`config.mk`:
```
export PLATFORM = sky130hd
export DESIGN_NAME = cab_alu_branch
export DESIGN_NICKNAME = d
export VERILOG_FILES = /design/src/hdl/cab_pkg.sv /design/src/hdl/cab_alu_branch.sv
export SDC_FILE = /design/constraint.sdc
export NUM_CORES = 1
export LEC_CHECK = 0
export ABC_AREA = 1
export BUFFER_PORTS_ARGS = -buffer_cell sky130_fd_sc_hd__buf_2
export CORE_UTILIZATION = 45
export CTS_CLUSTER_DIAMETER = 120
export DETAILED_ROUTE_END_ITERATION = 16
export GPL_TIMING_DRIVEN = 0
export PLACE_DENSITY = 0.66
export REMOVE_ABC_BUFFERS = 1
export SLEW_MARGIN = 10
export SYNTH_ARGS = -nofsm -noshare
export SYNTH_HDL_FRONTEND = slang
export SYNTH_SLANG_ARGS = --single-unit
```
`constraint.sdc`:
```
create_clock -name core_clk -period 4.9 [get_ports core_clk]
set_clock_uncertainty 0.2 [all_clocks]
set_input_delay 0.98 -clock core_clk [delete_from_list [all_inputs] [get_ports core_clk]]
set_output_delay 0.98 -clock core_clk [all_outputs]
set_load 0.05 [all_outputs]
```
`src/hdl/cab_pkg.sv`:
```
package cab_pkg;
	// Datapath widths.
	localparam int WORD_W = 16;
	localparam int INSN_W = 24;
	localparam int OPC_W = 8;
	localparam int NUM_DEFAULT_WORK_REG = 16;
	localparam int REG_IDX_W = 4;
	localparam int FILE_ADDR_W = 13;
	localparam logic [FILE_ADDR_W-1:0] FILE_ADDR_MAX = 13'h1fff;
	localparam logic [9:0] UNSIGNED_LITERAL_TEN_BYTE_MAX = 10'h0ff;
	localparam logic [9:0] UNSIGNED_LITERAL_TEN_WORD_MAX = 10'h3ff;
	localparam logic [REG_IDX_W-1:0] DEFAULT_WORK_REG_IDX = 4'h0;
	// Reset values.
	localparam logic [WORD_W-1:0] DEFAULT_WORK_REG_RST = 16'h0000;
	localparam logic [4:0] FLAGS_RST = 5'h00;
	// Cycle counts.
	localparam logic [1:0] CYC_ONE = 2'h1;
	localparam logic [1:0] CYC_TWO = 2'h2;
	localparam logic [1:0] CYC_THREE = 2'h3;
	// Operation codes seen on the decoded operation port.
	typedef enum logic [3:0] {
		CAB_OP_NOP,
		CAB_OP_ADD,
		CAB_OP_ADD_WITH_CARRY,
		CAB_OP_ASR1,
		CAB_OP_ASR_BY_REG,
		CAB_OP_BIT_SET,
		CAB_OP_BIT_CLEAR,
		CAB_OP_BIT_TOGGLE,
		CAB_OP_BIT_TEST_SKIP_CLEAR,
		CAB_OP_BRANCH_COND,
		CAB_OP_BRANCH_ALWAYS,
		CAB_OP_BRANCH_COMPUTED
	} cab_op_t;
	// Branch conditions.
	typedef enum logic [3:0] {
		CAB_CC_C, CAB_CC_NC, CAB_CC_N, CAB_CC_NN, CAB_CC_OV, CAB_CC_NOV,
		CAB_CC_Z, CAB_CC_NZ, CAB_CC_GT, CAB_CC_GE, CAB_CC_LT, CAB_CC_LE,
		CAB_CC_GTU, CAB_CC_GEU, CAB_CC_LTU, CAB_CC_LEU
	} cab_cond_t;
	// Addressing modes of a register operand.
	typedef enum logic [2:0] {
		CAB_AM_DIRECT, CAB_AM_IND, CAB_AM_IND_POSTINC, CAB_AM_IND_POSTDEC,
		CAB_AM_IND_PREINC, CAB_AM_IND_PREDEC, CAB_AM_IND_OFFSET
	} cab_amode_t;
	// Operand size.
	typedef enum logic [1:0] {
		CAB_SZ_WORD, CAB_SZ_BYTE, CAB_SZ_DWORD
	} cab_size_t;
	// Flag positions in the status vector.
	localparam int FLG_C = 0;
	localparam int FLG_DC = 1;
	localparam int FLG_N = 2;
	localparam int FLG_OV = 3;
	localparam int FLG_Z = 4;
endpackage

```
`src/hdl/cab_alu_branch.sv`:
```
`timescale 1ns/1ns
module cab_alu_branch
	import cab_pkg::*;
(
	input wire logic core_clk,
	input wire logic arst_n,
	input wire logic issue,
	input wire logic [INSN_W-1:0] insn_word,
	input wire cab_op_t op,
	input wire cab_cond_t cond,
	input wire cab_size_t op_size,
	input wire logic use_file_reg,
	input wire logic file_to_work,
	input wire logic [FILE_ADDR_W-1:0] file_addr,
	input wire logic [WORD_W-1:0] file_rdata,
	input wire logic [REG_IDX_W-1:0] base_reg,
	input wire logic [REG_IDX_W-1:0] source_reg,
	input wire logic [REG_IDX_W-1:0] dest_reg,
	input wire cab_amode_t src_mode,
	input wire cab_amode_t dst_mode,
	input wire logic use_literal,
	input wire logic lit_signed,
	input wire logic [9:0] lit_value,
	input wire logic [3:0] bit_select_field,
	input wire logic [22:0] program_target_literal,
	input wire logic skip_two_word,
	output logic busy,
	output logic file_we,
	output logic [FILE_ADDR_W-1:0] file_waddr,
	output logic [WORD_W-1:0] file_wdata,
	output logic [WORD_W-1:0] ea_out,
	output logic pc_load,
	output logic [22:0] pc_target,
	output logic [4:0] status_flags,
	output logic [7:0] opcode_seen
);

	// Working register file and status bits.
	logic [WORD_W-1:0] default_work_reg_r [NUM_DEFAULT_WORK_REG];
	logic [4:0] flags_r;
	logic [1:0] stall_r;
	logic [WORD_W-1:0] res_nxt;
	logic [4:0] flags_nxt;
	logic wr_nxt;
	logic branch_nxt;
	logic [1:0] extra_nxt;
	logic [WORD_W-1:0] opa;
	logic [WORD_W-1:0] opb;
	logic [WORD_W-1:0] lit_ext;
	logic [WORD_W:0] sum;
	logic [4:0] half_sum;
	logic cin;
	logic [WORD_W-1:0] ptr;
	logic [WORD_W-1:0] ptr_nxt;
	logic ptr_wr;
	logic [WORD_W-1:0] mask;
	logic [WORD_W-1:0] ea_nxt;

	// Condition evaluation is used only by the conditional branch form, kept as a function.
	// signed unsigned conditions
	function automatic logic cond_true(input cab_cond_t c, input logic [4:0] f);
		logic cy;
		logic ng;
		logic ov;
		logic zr;
		cy = f[FLG_C];
		ng = f[FLG_N];
		ov = f[FLG_OV];
		zr = f[FLG_Z];
		case (c)
			CAB_CC_C: cond_true = cy;
			CAB_CC_NC: cond_true = !cy;
			CAB_CC_N: cond_true = ng;
			CAB_CC_NN: cond_true = !ng;
			CAB_CC_OV: cond_true = ov;
			CAB_CC_NOV: cond_true = !ov;
			CAB_CC_Z: cond_true = zr;
			CAB_CC_NZ: cond_true = !zr;
			CAB_CC_GT: cond_true = !zr && (ng == ov);
			CAB_CC_GE: cond_true = (ng == ov);
			CAB_CC_LT: cond_true = (ng != ov);
			CAB_CC_LE: cond_true = zr || (ng != ov);
			CAB_CC_GTU: cond_true = cy && !zr;
			CAB_CC_GEU: cond_true = cy;
			CAB_CC_LTU: cond_true = !cy;
			CAB_CC_LEU: cond_true = !cy || zr;
			default: cond_true = 1'b0;
		endcase
	endfunction

	// Literal shaping: signed literals extend the sign, unsigned ones are clipped by size.
	// signed literal range
	always_comb begin
		if (lit_signed) begin
			lit_ext = {{(WORD_W-10){lit_value[9]}}, lit_value};
		end else if (op_size == CAB_SZ_BYTE) begin
			lit_ext = {6'h00, lit_value & UNSIGNED_LITERAL_TEN_BYTE_MAX};
		end else begin
			lit_ext = {6'h00, lit_value & UNSIGNED_LITERAL_TEN_WORD_MAX};
		end
	end

	// Operand selection; file forms pair the file value with working register zero.
	// implied work register
	always_comb begin
		if (use_file_reg) begin
			opa = file_rdata;
			opb = default_work_reg_r[DEFAULT_WORK_REG_IDX];
		end else begin
			opa = default_work_reg_r[base_reg];
			opb = use_literal ? lit_ext : default_work_reg_r[source_reg];
		end
	end

	// Pointer update for the source operand addressing modes.
	// indirect pointer modes
	always_comb begin
		ptr = default_work_reg_r[source_reg];
		ptr_nxt = ptr;
		ptr_wr = 1'b0;
		ea_nxt = ptr;
		case (src_mode)
			CAB_AM_IND_POSTINC: begin
				ptr_nxt = ptr + 16'h0002;
				ptr_wr = 1'b1;
			end
			CAB_AM_IND_POSTDEC: begin
				ptr_nxt = ptr - 16'h0002;
				ptr_wr = 1'b1;
			end
			CAB_AM_IND_PREINC: begin
				ptr_nxt = ptr + 16'h0002;
				ea_nxt = ptr_nxt;
				ptr_wr = 1'b1;
			end
			CAB_AM_IND_PREDEC: begin
				ptr_nxt = ptr - 16'h0002;
				ea_nxt = ptr_nxt;
				ptr_wr = 1'b1;
			end
			CAB_AM_IND_OFFSET: ea_nxt = ptr + default_work_reg_r[base_reg];
			default: ea_nxt = ptr;
		endcase
	end

	// Adder and flag computation for each executed operation.
	always_comb begin
		cin = 1'b0;
		res_nxt = opa;
		flags_nxt = flags_r;
		wr_nxt = 1'b0;
		branch_nxt = 1'b0;
		extra_nxt = 2'h0;
		mask = 16'h0001 << bit_select_field;
		sum = '0;
		half_sum = '0;
		if (op == CAB_OP_ADD_WITH_CARRY) begin
			cin = flags_r[FLG_C];
		end
		case (op)
			CAB_OP_ADD, CAB_OP_ADD_WITH_CARRY: begin
				sum = {1'b0, opa} + {1'b0, opb} + {16'h0000, cin};
				half_sum = {1'b0, opa[3:0]} + {1'b0, opb[3:0]} + {4'h0, cin};
				res_nxt = sum[WORD_W-1:0];
				wr_nxt = 1'b1;
				flags_nxt[FLG_C] = sum[WORD_W];
				flags_nxt[FLG_DC] = half_sum[4];
				flags_nxt[FLG_N] = sum[WORD_W-1];
				flags_nxt[FLG_OV] = (opa[WORD_W-1] == opb[WORD_W-1])
					&& (sum[WORD_W-1] != opa[WORD_W-1]);
				if (op == CAB_OP_ADD_WITH_CARRY) begin
					flags_nxt[FLG_Z] = flags_r[FLG_Z] && (sum[WORD_W-1:0] == 16'h0000);
				end else begin
					flags_nxt[FLG_Z] = (sum[WORD_W-1:0] == 16'h0000);
				end
			end
			CAB_OP_ASR1: begin
				res_nxt = {opa[WORD_W-1], opa[WORD_W-1:1]};
				wr_nxt = 1'b1;
				flags_nxt[FLG_C] = opa[0];
				flags_nxt[FLG_N] = res_nxt[WORD_W-1];
				flags_nxt[FLG_OV] = 1'b0;
				flags_nxt[FLG_Z] = (res_nxt == 16'h0000);
			end
			CAB_OP_ASR_BY_REG: begin
				res_nxt = 16'($signed(opa) >>> opb[3:0]);
				wr_nxt = 1'b1;
				flags_nxt[FLG_N] = res_nxt[WORD_W-1];
				flags_nxt[FLG_Z] = (res_nxt == 16'h0000);
			end
			CAB_OP_BIT_SET: begin
				res_nxt = opa | mask;
				wr_nxt = 1'b1;
			end
			CAB_OP_BIT_CLEAR: begin
				res_nxt = opa & ~mask;
				wr_nxt = 1'b1;
			end
			CAB_OP_BIT_TOGGLE: begin
				res_nxt = opa ^ mask;
				wr_nxt = 1'b1;
			end
			CAB_OP_BIT_TEST_SKIP_CLEAR: begin
				if ((opa & mask) == 16'h0000) begin
					extra_nxt = skip_two_word ? (CYC_THREE - CYC_ONE) : (CYC_TWO - CYC_ONE);
				end
			end
			CAB_OP_BRANCH_COND: begin
				if (cond_true(cond, flags_r)) begin
					branch_nxt = 1'b1;
					extra_nxt = CYC_TWO - CYC_ONE;
				end
			end
			CAB_OP_BRANCH_ALWAYS, CAB_OP_BRANCH_COMPUTED: begin
				branch_nxt = 1'b1;
				extra_nxt = CYC_TWO - CYC_ONE;
			end
			default: res_nxt = opa;
		endcase
		// Byte results keep the upper byte of the first operand; flags still see the full word.
		// operand size
		if (op_size == CAB_SZ_BYTE && wr_nxt) begin
			res_nxt = {opa[15:8], res_nxt[7:0]};
		end
	end

	// Stall counter: extra cycles are spent as no-operations, new issues ignored.
	always_ff @(posedge core_clk or negedge arst_n) begin
		if (!arst_n) begin
			stall_r <= 2'h0;
		end else if (stall_r != 2'h0) begin
			stall_r <= stall_r - 2'h1;
		end else if (issue) begin
			stall_r <= extra_nxt;
		end
	end

	always_ff @(posedge core_clk or negedge arst_n) begin
		if (!arst_n) begin
			busy <= 1'b0;
		end else if (stall_r > 2'h1) begin
			busy <= 1'b1;
		end else begin
			busy <= (stall_r == 2'h0) && issue && (extra_nxt != 2'h0);
		end
	end

	// Status flags change only for accepted operations that define them.
	always_ff @(posedge core_clk or negedge arst_n) begin
		if (!arst_n) begin
			flags_r <= FLAGS_RST;
		end else if (issue && stall_r == 2'h0) begin
			flags_r <= flags_nxt;
		end
	end

	assign status_flags = flags_r;

	// Working register writes; file forms may redirect into register zero.
	// Pointer update has the lowest priority so a result to the same register wins.
	generate
		for (genvar i = 0; i < NUM_DEFAULT_WORK_REG; i++) begin : g_default_work_reg
			always_ff @(posedge core_clk or negedge arst_n) begin
				if (!arst_n) begin
					default_work_reg_r[i] <= DEFAULT_WORK_REG_RST;
				end else if (issue && stall_r == 2'h0) begin
					if (wr_nxt && use_file_reg && file_to_work
						&& REG_IDX_W'(i) == DEFAULT_WORK_REG_IDX) begin
						default_work_reg_r[i] <= res_nxt;
					end else if (wr_nxt && !use_file_reg && dst_mode == CAB_AM_DIRECT
						&& REG_IDX_W'(i) == dest_reg) begin
						default_work_reg_r[i] <= res_nxt;
					end else if (ptr_wr && !use_file_reg && REG_IDX_W'(i) == source_reg) begin
						default_work_reg_r[i] <= ptr_nxt;
					end
				end
			end
		end
	endgenerate

	// File register write port and indirect result port.
	// file address span
	always_ff @(posedge core_clk or negedge arst_n) begin
		if (!arst_n) begin
			file_we <= 1'b0;
			file_waddr <= '0;
			file_wdata <= '0;
			ea_out <= '0;
		end else begin
			file_we <= issue && stall_r == 2'h0 && wr_nxt
				&& ((use_file_reg && !file_to_work) || (!use_file_reg && dst_mode != CAB_AM_DIRECT));
			file_waddr <= use_file_reg ? (file_addr & FILE_ADDR_MAX) : ea_nxt[FILE_ADDR_W-1:0];
			file_wdata <= res_nxt;
			ea_out <= ea_nxt;
		end
	end

	// Branch target; the program target is always even.
	// even target
	always_ff @(posedge core_clk or negedge arst_n) begin
		if (!arst_n) begin
			pc_load <= 1'b0;
			pc_target <= '0;
		end else begin
			pc_load <= issue && stall_r == 2'h0 && branch_nxt;
			if (op == CAB_OP_BRANCH_COMPUTED) begin
				pc_target <= {7'h00, default_work_reg_r[source_reg][15:1], 1'b0};
			end else begin
				pc_target <= {program_target_literal[22:1], 1'b0};
			end
		end
	end

	// Opcode field is captured for decode visibility.
	// opcode field
	always_ff @(posedge core_clk or negedge arst_n) begin
		if (!arst_n) begin
			opcode_seen <= 8'h00;
		end else if (issue && stall_r == 2'h0) begin
			opcode_seen <= insn_word[INSN_W-1:INSN_W-OPC_W];
		end
	end

endmodule

```
# --- Word level (Yosys, flattened, before mapping) ---
# Cells that the tools add are included.
op_classes:
  eq_ne: 66
  shifts: 2
  n_lt_le_gt_ge: 3
  n_bitwise: 7
  n_reduce_logical: 116
  n_mux: 69
  n_addsub: 8
ops:
  columns: ["cell", "count"]
  rows:
  - ["$mux 16", 42]
  - ["$bmux 16 s4", 2]
  - ["$pmux 16 s6", 1]
  - ["$eq 4x4->1 const A", 16]
  - ["$logic_not 16->1", 4]
  - ["$logic_and 1x1->1", 49]
  - ["$eq 4x4->1 const B", 12]
  - ["$pmux 16 s3", 1]
  - ["$reduce_and 2->1", 19]
  - ["$reduce_bool 2->1", 19]
  - ["$and 16x16->16", 2]
  - ["$eq 3x4->1 const A", 8]
  - ["$eq 4x3->1 const B", 8]
  - ["$pmux 16 s2", 1]
  - ["$mux 23", 1]
  - ["$add 16x16->17", 1]
  - ["$add 17x1->17", 1]
  - ["$add 16x16->16", 1]
  - ["$add 16x2->16 const B", 1]
  - ["$eq 2x4->1 const A", 4]
  - ["$eq 4x2->1 const B", 4]
  - ["$not 16->16", 1]
  - ["$or 16x16->16", 1]
  - ["$shl 1x4->16 const A", 1]
  - ["33 further kinds", 71]
word_totals:
  out_inout_bits: 84
  in_bits: 126
  ff_bits: 342
  wordCells: 299

# --- Logic depth before layout (Yosys ltp) ---
depth:
  ltp_word: 12
  depth_mapped: 31

# --- Worst setup path after synthesis ---
# OpenSTA, ideal clock, no wires.
synth_timing:
  path_type: "input port to flip-flop"
  start: "input base_reg[0]"
  end: "register default_work_reg_r[30] in the netlist's numbering"
  required_ps: 4584
  arrival_ps: 4761
  cell_stages: 28
  path_slack_ps: -177
  cell_sequence: "buf_2 > clkbuf_1 > clkbuf_1 > nor2_1 > nor2_1 > o21ai_0 > nand3_1 > nand3_1 > nand3_1 > nand2_1 > fa_1 > fa_1 > nor2_1 > o21ai_0 > nand2_1 > nand2_1 > nand2_1 > a21oi_1 > o21ai_0 > nand3_1 > nand2_1 > xor2_1 > o211ai_1 > o21ai_2 > buf_6 > nand2_1 > nand2_1 > nand2_1"
synth_via:
  elab_chain_cells: 10
  word_cells_on_any_way: 14
  classes_between: "add/sub (2); shift (1); mux (7); bitwise (4)"
synth_rtl:
  columns: ["item", "line", "source"]
  rows:
  - ["start: declaration", "cab_alu_branch.sv:16", "input wire logic [REG_IDX_W-1:0] base_reg,"]
  - ["$not 4->5 (implied by the code) (*)", "cab_alu_branch.sv:110", "opa = default_work_reg_r[base_reg];"]
  - ["$bmux 16 s4 (*)", "cab_alu_branch.sv:110", null]
  - ["$mux 16 (implied by the code) (*) (2 in series)", "cab_alu_branch.sv:110", null]
  - ["$mux 16 (*)", "cab_alu_branch.sv:106", "if (use_file_reg) begin"]
  - ["$add 16x16->17", "cab_alu_branch.sv:162", "sum = {1'b0, opa} + {1'b0, opb} + {16'h0000, cin};"]
  - ["$add 17x1->17", "cab_alu_branch.sv:162", null]
  - ["$pmux 16 s6", "cab_alu_branch.sv:160", "case (op)"]
  - ["$mux 16 (*)", "cab_alu_branch.sv:222", "if (op_size == CAB_SZ_BYTE && wr_nxt) begin"]
  - ["$mux 16 (*)", "cab_alu_branch.sv:270", "end else if (wr_nxt && !use_file_reg && dst_mode == CAB_AM_DIRECT"]
  - ["end signal: indexed assignment", "cab_alu_branch.sv:269", "default_work_reg_r[i] <= res_nxt;"]
  - ["end signal: indexed assignment", "cab_alu_branch.sv:272", "default_work_reg_r[i] <= res_nxt;"]
  - ["end signal: indexed assignment", "cab_alu_branch.sv:274", "default_work_reg_r[i] <= ptr_nxt;"]
  - ["end: declaration", "cab_alu_branch.sv:39", "logic [WORD_W-1:0] default_work_reg_r [NUM_DEFAULT_WORK_REG];"]
# Every way passes the cells marked *; elsewhere a longest branch is shown, timed or not. The select of a mux whose other input is x is not followed.
# A chain may end at the register's enable or synchronous reset.

# --- Worst setup path in the final report ---
layout_timing:
  start: "input source_reg[0]"
  end: "register default_work_reg_r[111] in the netlist's numbering"
layout_via:
  elab_chain_cells: 11
  word_cells_on_any_way: 20
  classes_between: "add/sub (4); eq/ne (1); shift (1); mux (10); bitwise (1); reduce/logical (3)"
layout_rtl:
  columns: ["item", "line", "source"]
  rows:
  - ["start: declaration", "cab_alu_branch.sv:17", "input wire logic [REG_IDX_W-1:0] source_reg,"]
  - ["$not 4->5 (implied by the code)", "cab_alu_branch.sv:111, cab_alu_branch.sv:118", null]
  - ["$bmux 16 s4", "cab_alu_branch.sv:111, cab_alu_branch.sv:118", null]
  - ["$mux 16 (implied by the code) (2 in series)", "cab_alu_branch.sv:111, cab_alu_branch.sv:118", null]
  - ["$mux 16", "cab_alu_branch.sv:111", "opb = use_literal ? lit_ext : default_work_reg_r[source_reg];"]
  - ["$mux 16", "cab_alu_branch.sv:106", null]
  - ["$add 16x16->17", "cab_alu_branch.sv:162", null]
  - ["$add 17x1->17", "cab_alu_branch.sv:162", null]
  - ["$pmux 16 s6", "cab_alu_branch.sv:160", null]
  - ["$mux 16", "cab_alu_branch.sv:222", null]
  - ["$mux 16", "cab_alu_branch.sv:270", null]
# Several ways; a longest one is shown, not always the timed one. The select of a mux whose other input is x is not followed.

==> run_results.csv <==
group,metric,value,unit
run_status,outcome,"finished, final reports clean",
floorplanning,core,56600,sq um
yosys,yosysSeqAreaShare,33.0,%
floorplanning,die_h,242,um
worst_setup_path,rrSetupSlack,330,ps
routing,first_pass_iters,9,
yosys,synth_xor_area_share,1.05,%
worst_setup_path,crit_start,"source_reg[0]",
min_path,hold_class,"in2async",
grt,antenna_found_initial,3,
worst_setup_path,cp.arrival,5210,ps
clock_tree,cts_max_path_buffers,3,
worst_setup_path,worstPathRequired,5220,ps
pwr,power.leakage,14.2,nW
worst_setup_path,worst-r2r-cell-count,7,
routing,drt-vias-per-instance,6.05,
routing,num_vias,28800,
yosys,syn_avg_cell_area,6.74,sq um
worst_setup_path,endpoint_kind,"flip-flop",
yosys,synth_top_family_by_area,"simple AND/OR/NAND/NOR gates",
clock_tree,ctsHtreeMaxLevel,2,
sta,fin_setup_tns,0,ps
clock_tree,clk_pin_slew,60,ps
finish,drive_gt1_share,16.3,%
grt,globalRouteTotalUtil,36.1,%
finish,multi_input_area,15300,sq um
place,dpl.hpwl,70.3,mm
routing,drc_errors,0,
floorplanning,start_util,45.7,%
worst_setup_path,reg2reg_to,"default_work_reg_r[27]",
finish,area_growth,17.4,%
yosys,synth_cells,3839,
sta,rsz0062_at_grt,"yes",
floorplanning,die_x,242,um
grt,grt_max_degree,101,
clock_tree,ctsRootBufferMaster,"clkbuf_16",
flow_run,drv_cap,0,
sta,fin_crit_sh,99.8,%
routing,wirelength,111,mm
yosys,synth-adder-area-share,4.10,%
place,port_buffers,191,
place,place.gp.congestion,0.994,
place,dp_slack,-2820,ps
floorplanning,pin_count,210,
finish,seq_area,8530,sq um
yosys,synth_ff_type,"dfrtp_1",
yosys,synth-simple-area-share,31.0,%
sta,finalCriticalPeriod,4890,ps
sta,final_max_slew_viol_count,0,
grt,grt_pass1_wl,161,mm
worst_setup_path,crit_type,"in2reg",
yosys,synth-edff-count,0,
yosys,yosysUniqueCellTypes,67,
sta,layout_setup_ws,8.40,ps
worst_setup_path,endpoint,"default_work_reg_r[111]",
routing,antenna_left,0,
pwr,ir_worst_vdd,0.000248,V
clock_tree,cts_buffers,42,
yosys,ys_warn_count,0,
routing,route.detailed.wl_per_inst,23.3,um
yosys,synth_compound_area_share,20.5,%
routing,drt_iter0_drc,4165,
clock_tree,cts.sinks,341,
worst_setup_path,startpoint_type,"input port",
floorplanning,placementRows,87,
sta,fmax,204,MHz
finish,final_cell_mix,"nand2_1 (956), inv_1 (345), nand3_1 (341), dfrtp_1 (341), nor2_1 (333)",
yosys,synthMuxAreaShare,0,%
yosys,async_flop_share,100,%
grt,grt_overflow,0,
yosys,synth_area,25900,sq um
finish,finalNetCount,4182,
sta,setup_violations,0,
sta,slew_headroom,8.26,%
pwr,powerDensity,337,nW/um^2
worst_setup_path,reg2reg_from,"stall_r[0]",
sta,hold_viol_final,0,
yosys,synth-seq-cells,341,
finish,layout_commonest_cell,"nand2_1",
grt,grt_pass1_vias,25800,
clock_tree,cts_tree,"built",
finish,fill_cells,5484,
worst_setup_path,cp_max_fo,24,
clock_tree,clock_latency,610,ps
floorplanning,fp.dieArea,58500,sq um
sta,worstMarginPinSlew,1370,ps
[cells by family after synthesis]
logic type               after synthesis
AO/OA/AOI/OAI                        915
XOR/XNOR                              31
adder cells (fa/ha/maj)               83
buffers and inverters                621
flip-flops                           341
other                                  1
AND/OR/NAND/NOR                     1847
[worst min-delay path by stage]
stage                           from                      to  slack [ps]
after CTS                     arst_n  default_work_reg_r[30]         140
after floorplan           stall_r[0]              stall_r[0]         220
after global routing          arst_n  default_work_reg_r[30]         160
after global placement    stall_r[0]              stall_r[0]         250
final                         arst_n  default_work_reg_r[30]         110
after detailed placement  stall_r[0]              stall_r[0]         240
[flip-flops by register name (all words and copies together), names as in the netlist]
register / cells
busy: 1
default_work_reg_r: 256
ea_out: 16
file_waddr: 13
file_wdata: 16
file_we: 1
opcode_seen: 8
pc_load: 1
pc_target: 22
stall_r: 2
status_flags: 5
[through the flow]
step	cells	cell area [sq um]	power, W	util [%]	hold slack (ps)
final	4761	30400	0.0102	53.7	111
after global routing	4761	30400	0.0107	53.7	157
after CTS	4697	29400	0.00997	52.0	139
after detailed placement	4583	27100	0.00659	47.8	241
after global placement	4564	26600	0.00653	47.0	247
after floorplan	3617	24700	0.00551	-	222
[synthesized netlist by cell type (all sizes together) (80+ instances only)]
| cell | instances | share of area, % |
|---|---|---|
| clkbuf | 100 | 1.5 |
| o22ai | 166 | 4.2 |
| nand2 | 997 | 15 |
| ha | 80 | 3.9 |
| buf | 122 | 3.1 |
| inv | 391 | 5.7 |
| dfrtp | 341 | 33 |
| nor2 | 375 | 5.9 |
| a21oi | 170 | 3.5 |
| o21ai | 458 | 8.9 |
| nand3 | 363 | 7.3 |
[layout make-up]
type,instances,area share (%)
Timing Repair inverter,4,0.144
Antenna cell,3,0.0247
Multi-Input combinational cell,2883,50.5
Timing Repair Buffer,302,8.11
Sequential cell,341,28.1
Inverter,399,5.48
Clock buffer,64,4.19
Tap cell,756,3.11
Clock inverter,9,0.387
[per-layer routing]
| layer | global-route usage (%) | routed length (um) | vias to the layer above |
|---|---|---|---|
| li1 | - | - | 13100 |
| met1 | 47.8 | 42600 | 13400 |
| met2 | 53.0 | 46300 | 1937 |
| met3 | 8.96 | 14100 | 421 |
| met4 | 22.1 | 7930 | 0 |
| met5 | 0 | 0 | - |
[report_power, final]
part	internal [W]	switching, W	total [W]	leakage, nW
Combinational	0.00110	0.00251	0.00361	9.41
Sequential	0.00322	0.000184	0.00340	4.14
Clock	0.00190	0.00134	0.00323	0.689
[timing repair]
action                     CTS  global route
hold endpoints to repair     0             0
hold buffers                 0             0
cloned                      14             7
setup buffers               27            54
pin swaps                   18            21
setup endpoints to repair  299           199
gates resized for setup    110            79
[critical path, cell delays in order]
cell	delay, ps
buf_16	160
clkinv_16	110
nor2_4	50
buf_4	170
inv_12	180
o21ai_0	110
o21ai_1	440
nand4_4	350
a21oi_1	230
a21oi_1	70
ha_1	430
a21o_1	230
a21oi_1	120
o21ai_1	110
a21oi_4	180
xor2_2	200
nand2_1	110
o211ai_1	200
nand2_2	220
nand2_4	230
nand2_1	100
a21oi_2	150
Power figures use the tool's default switching activity.
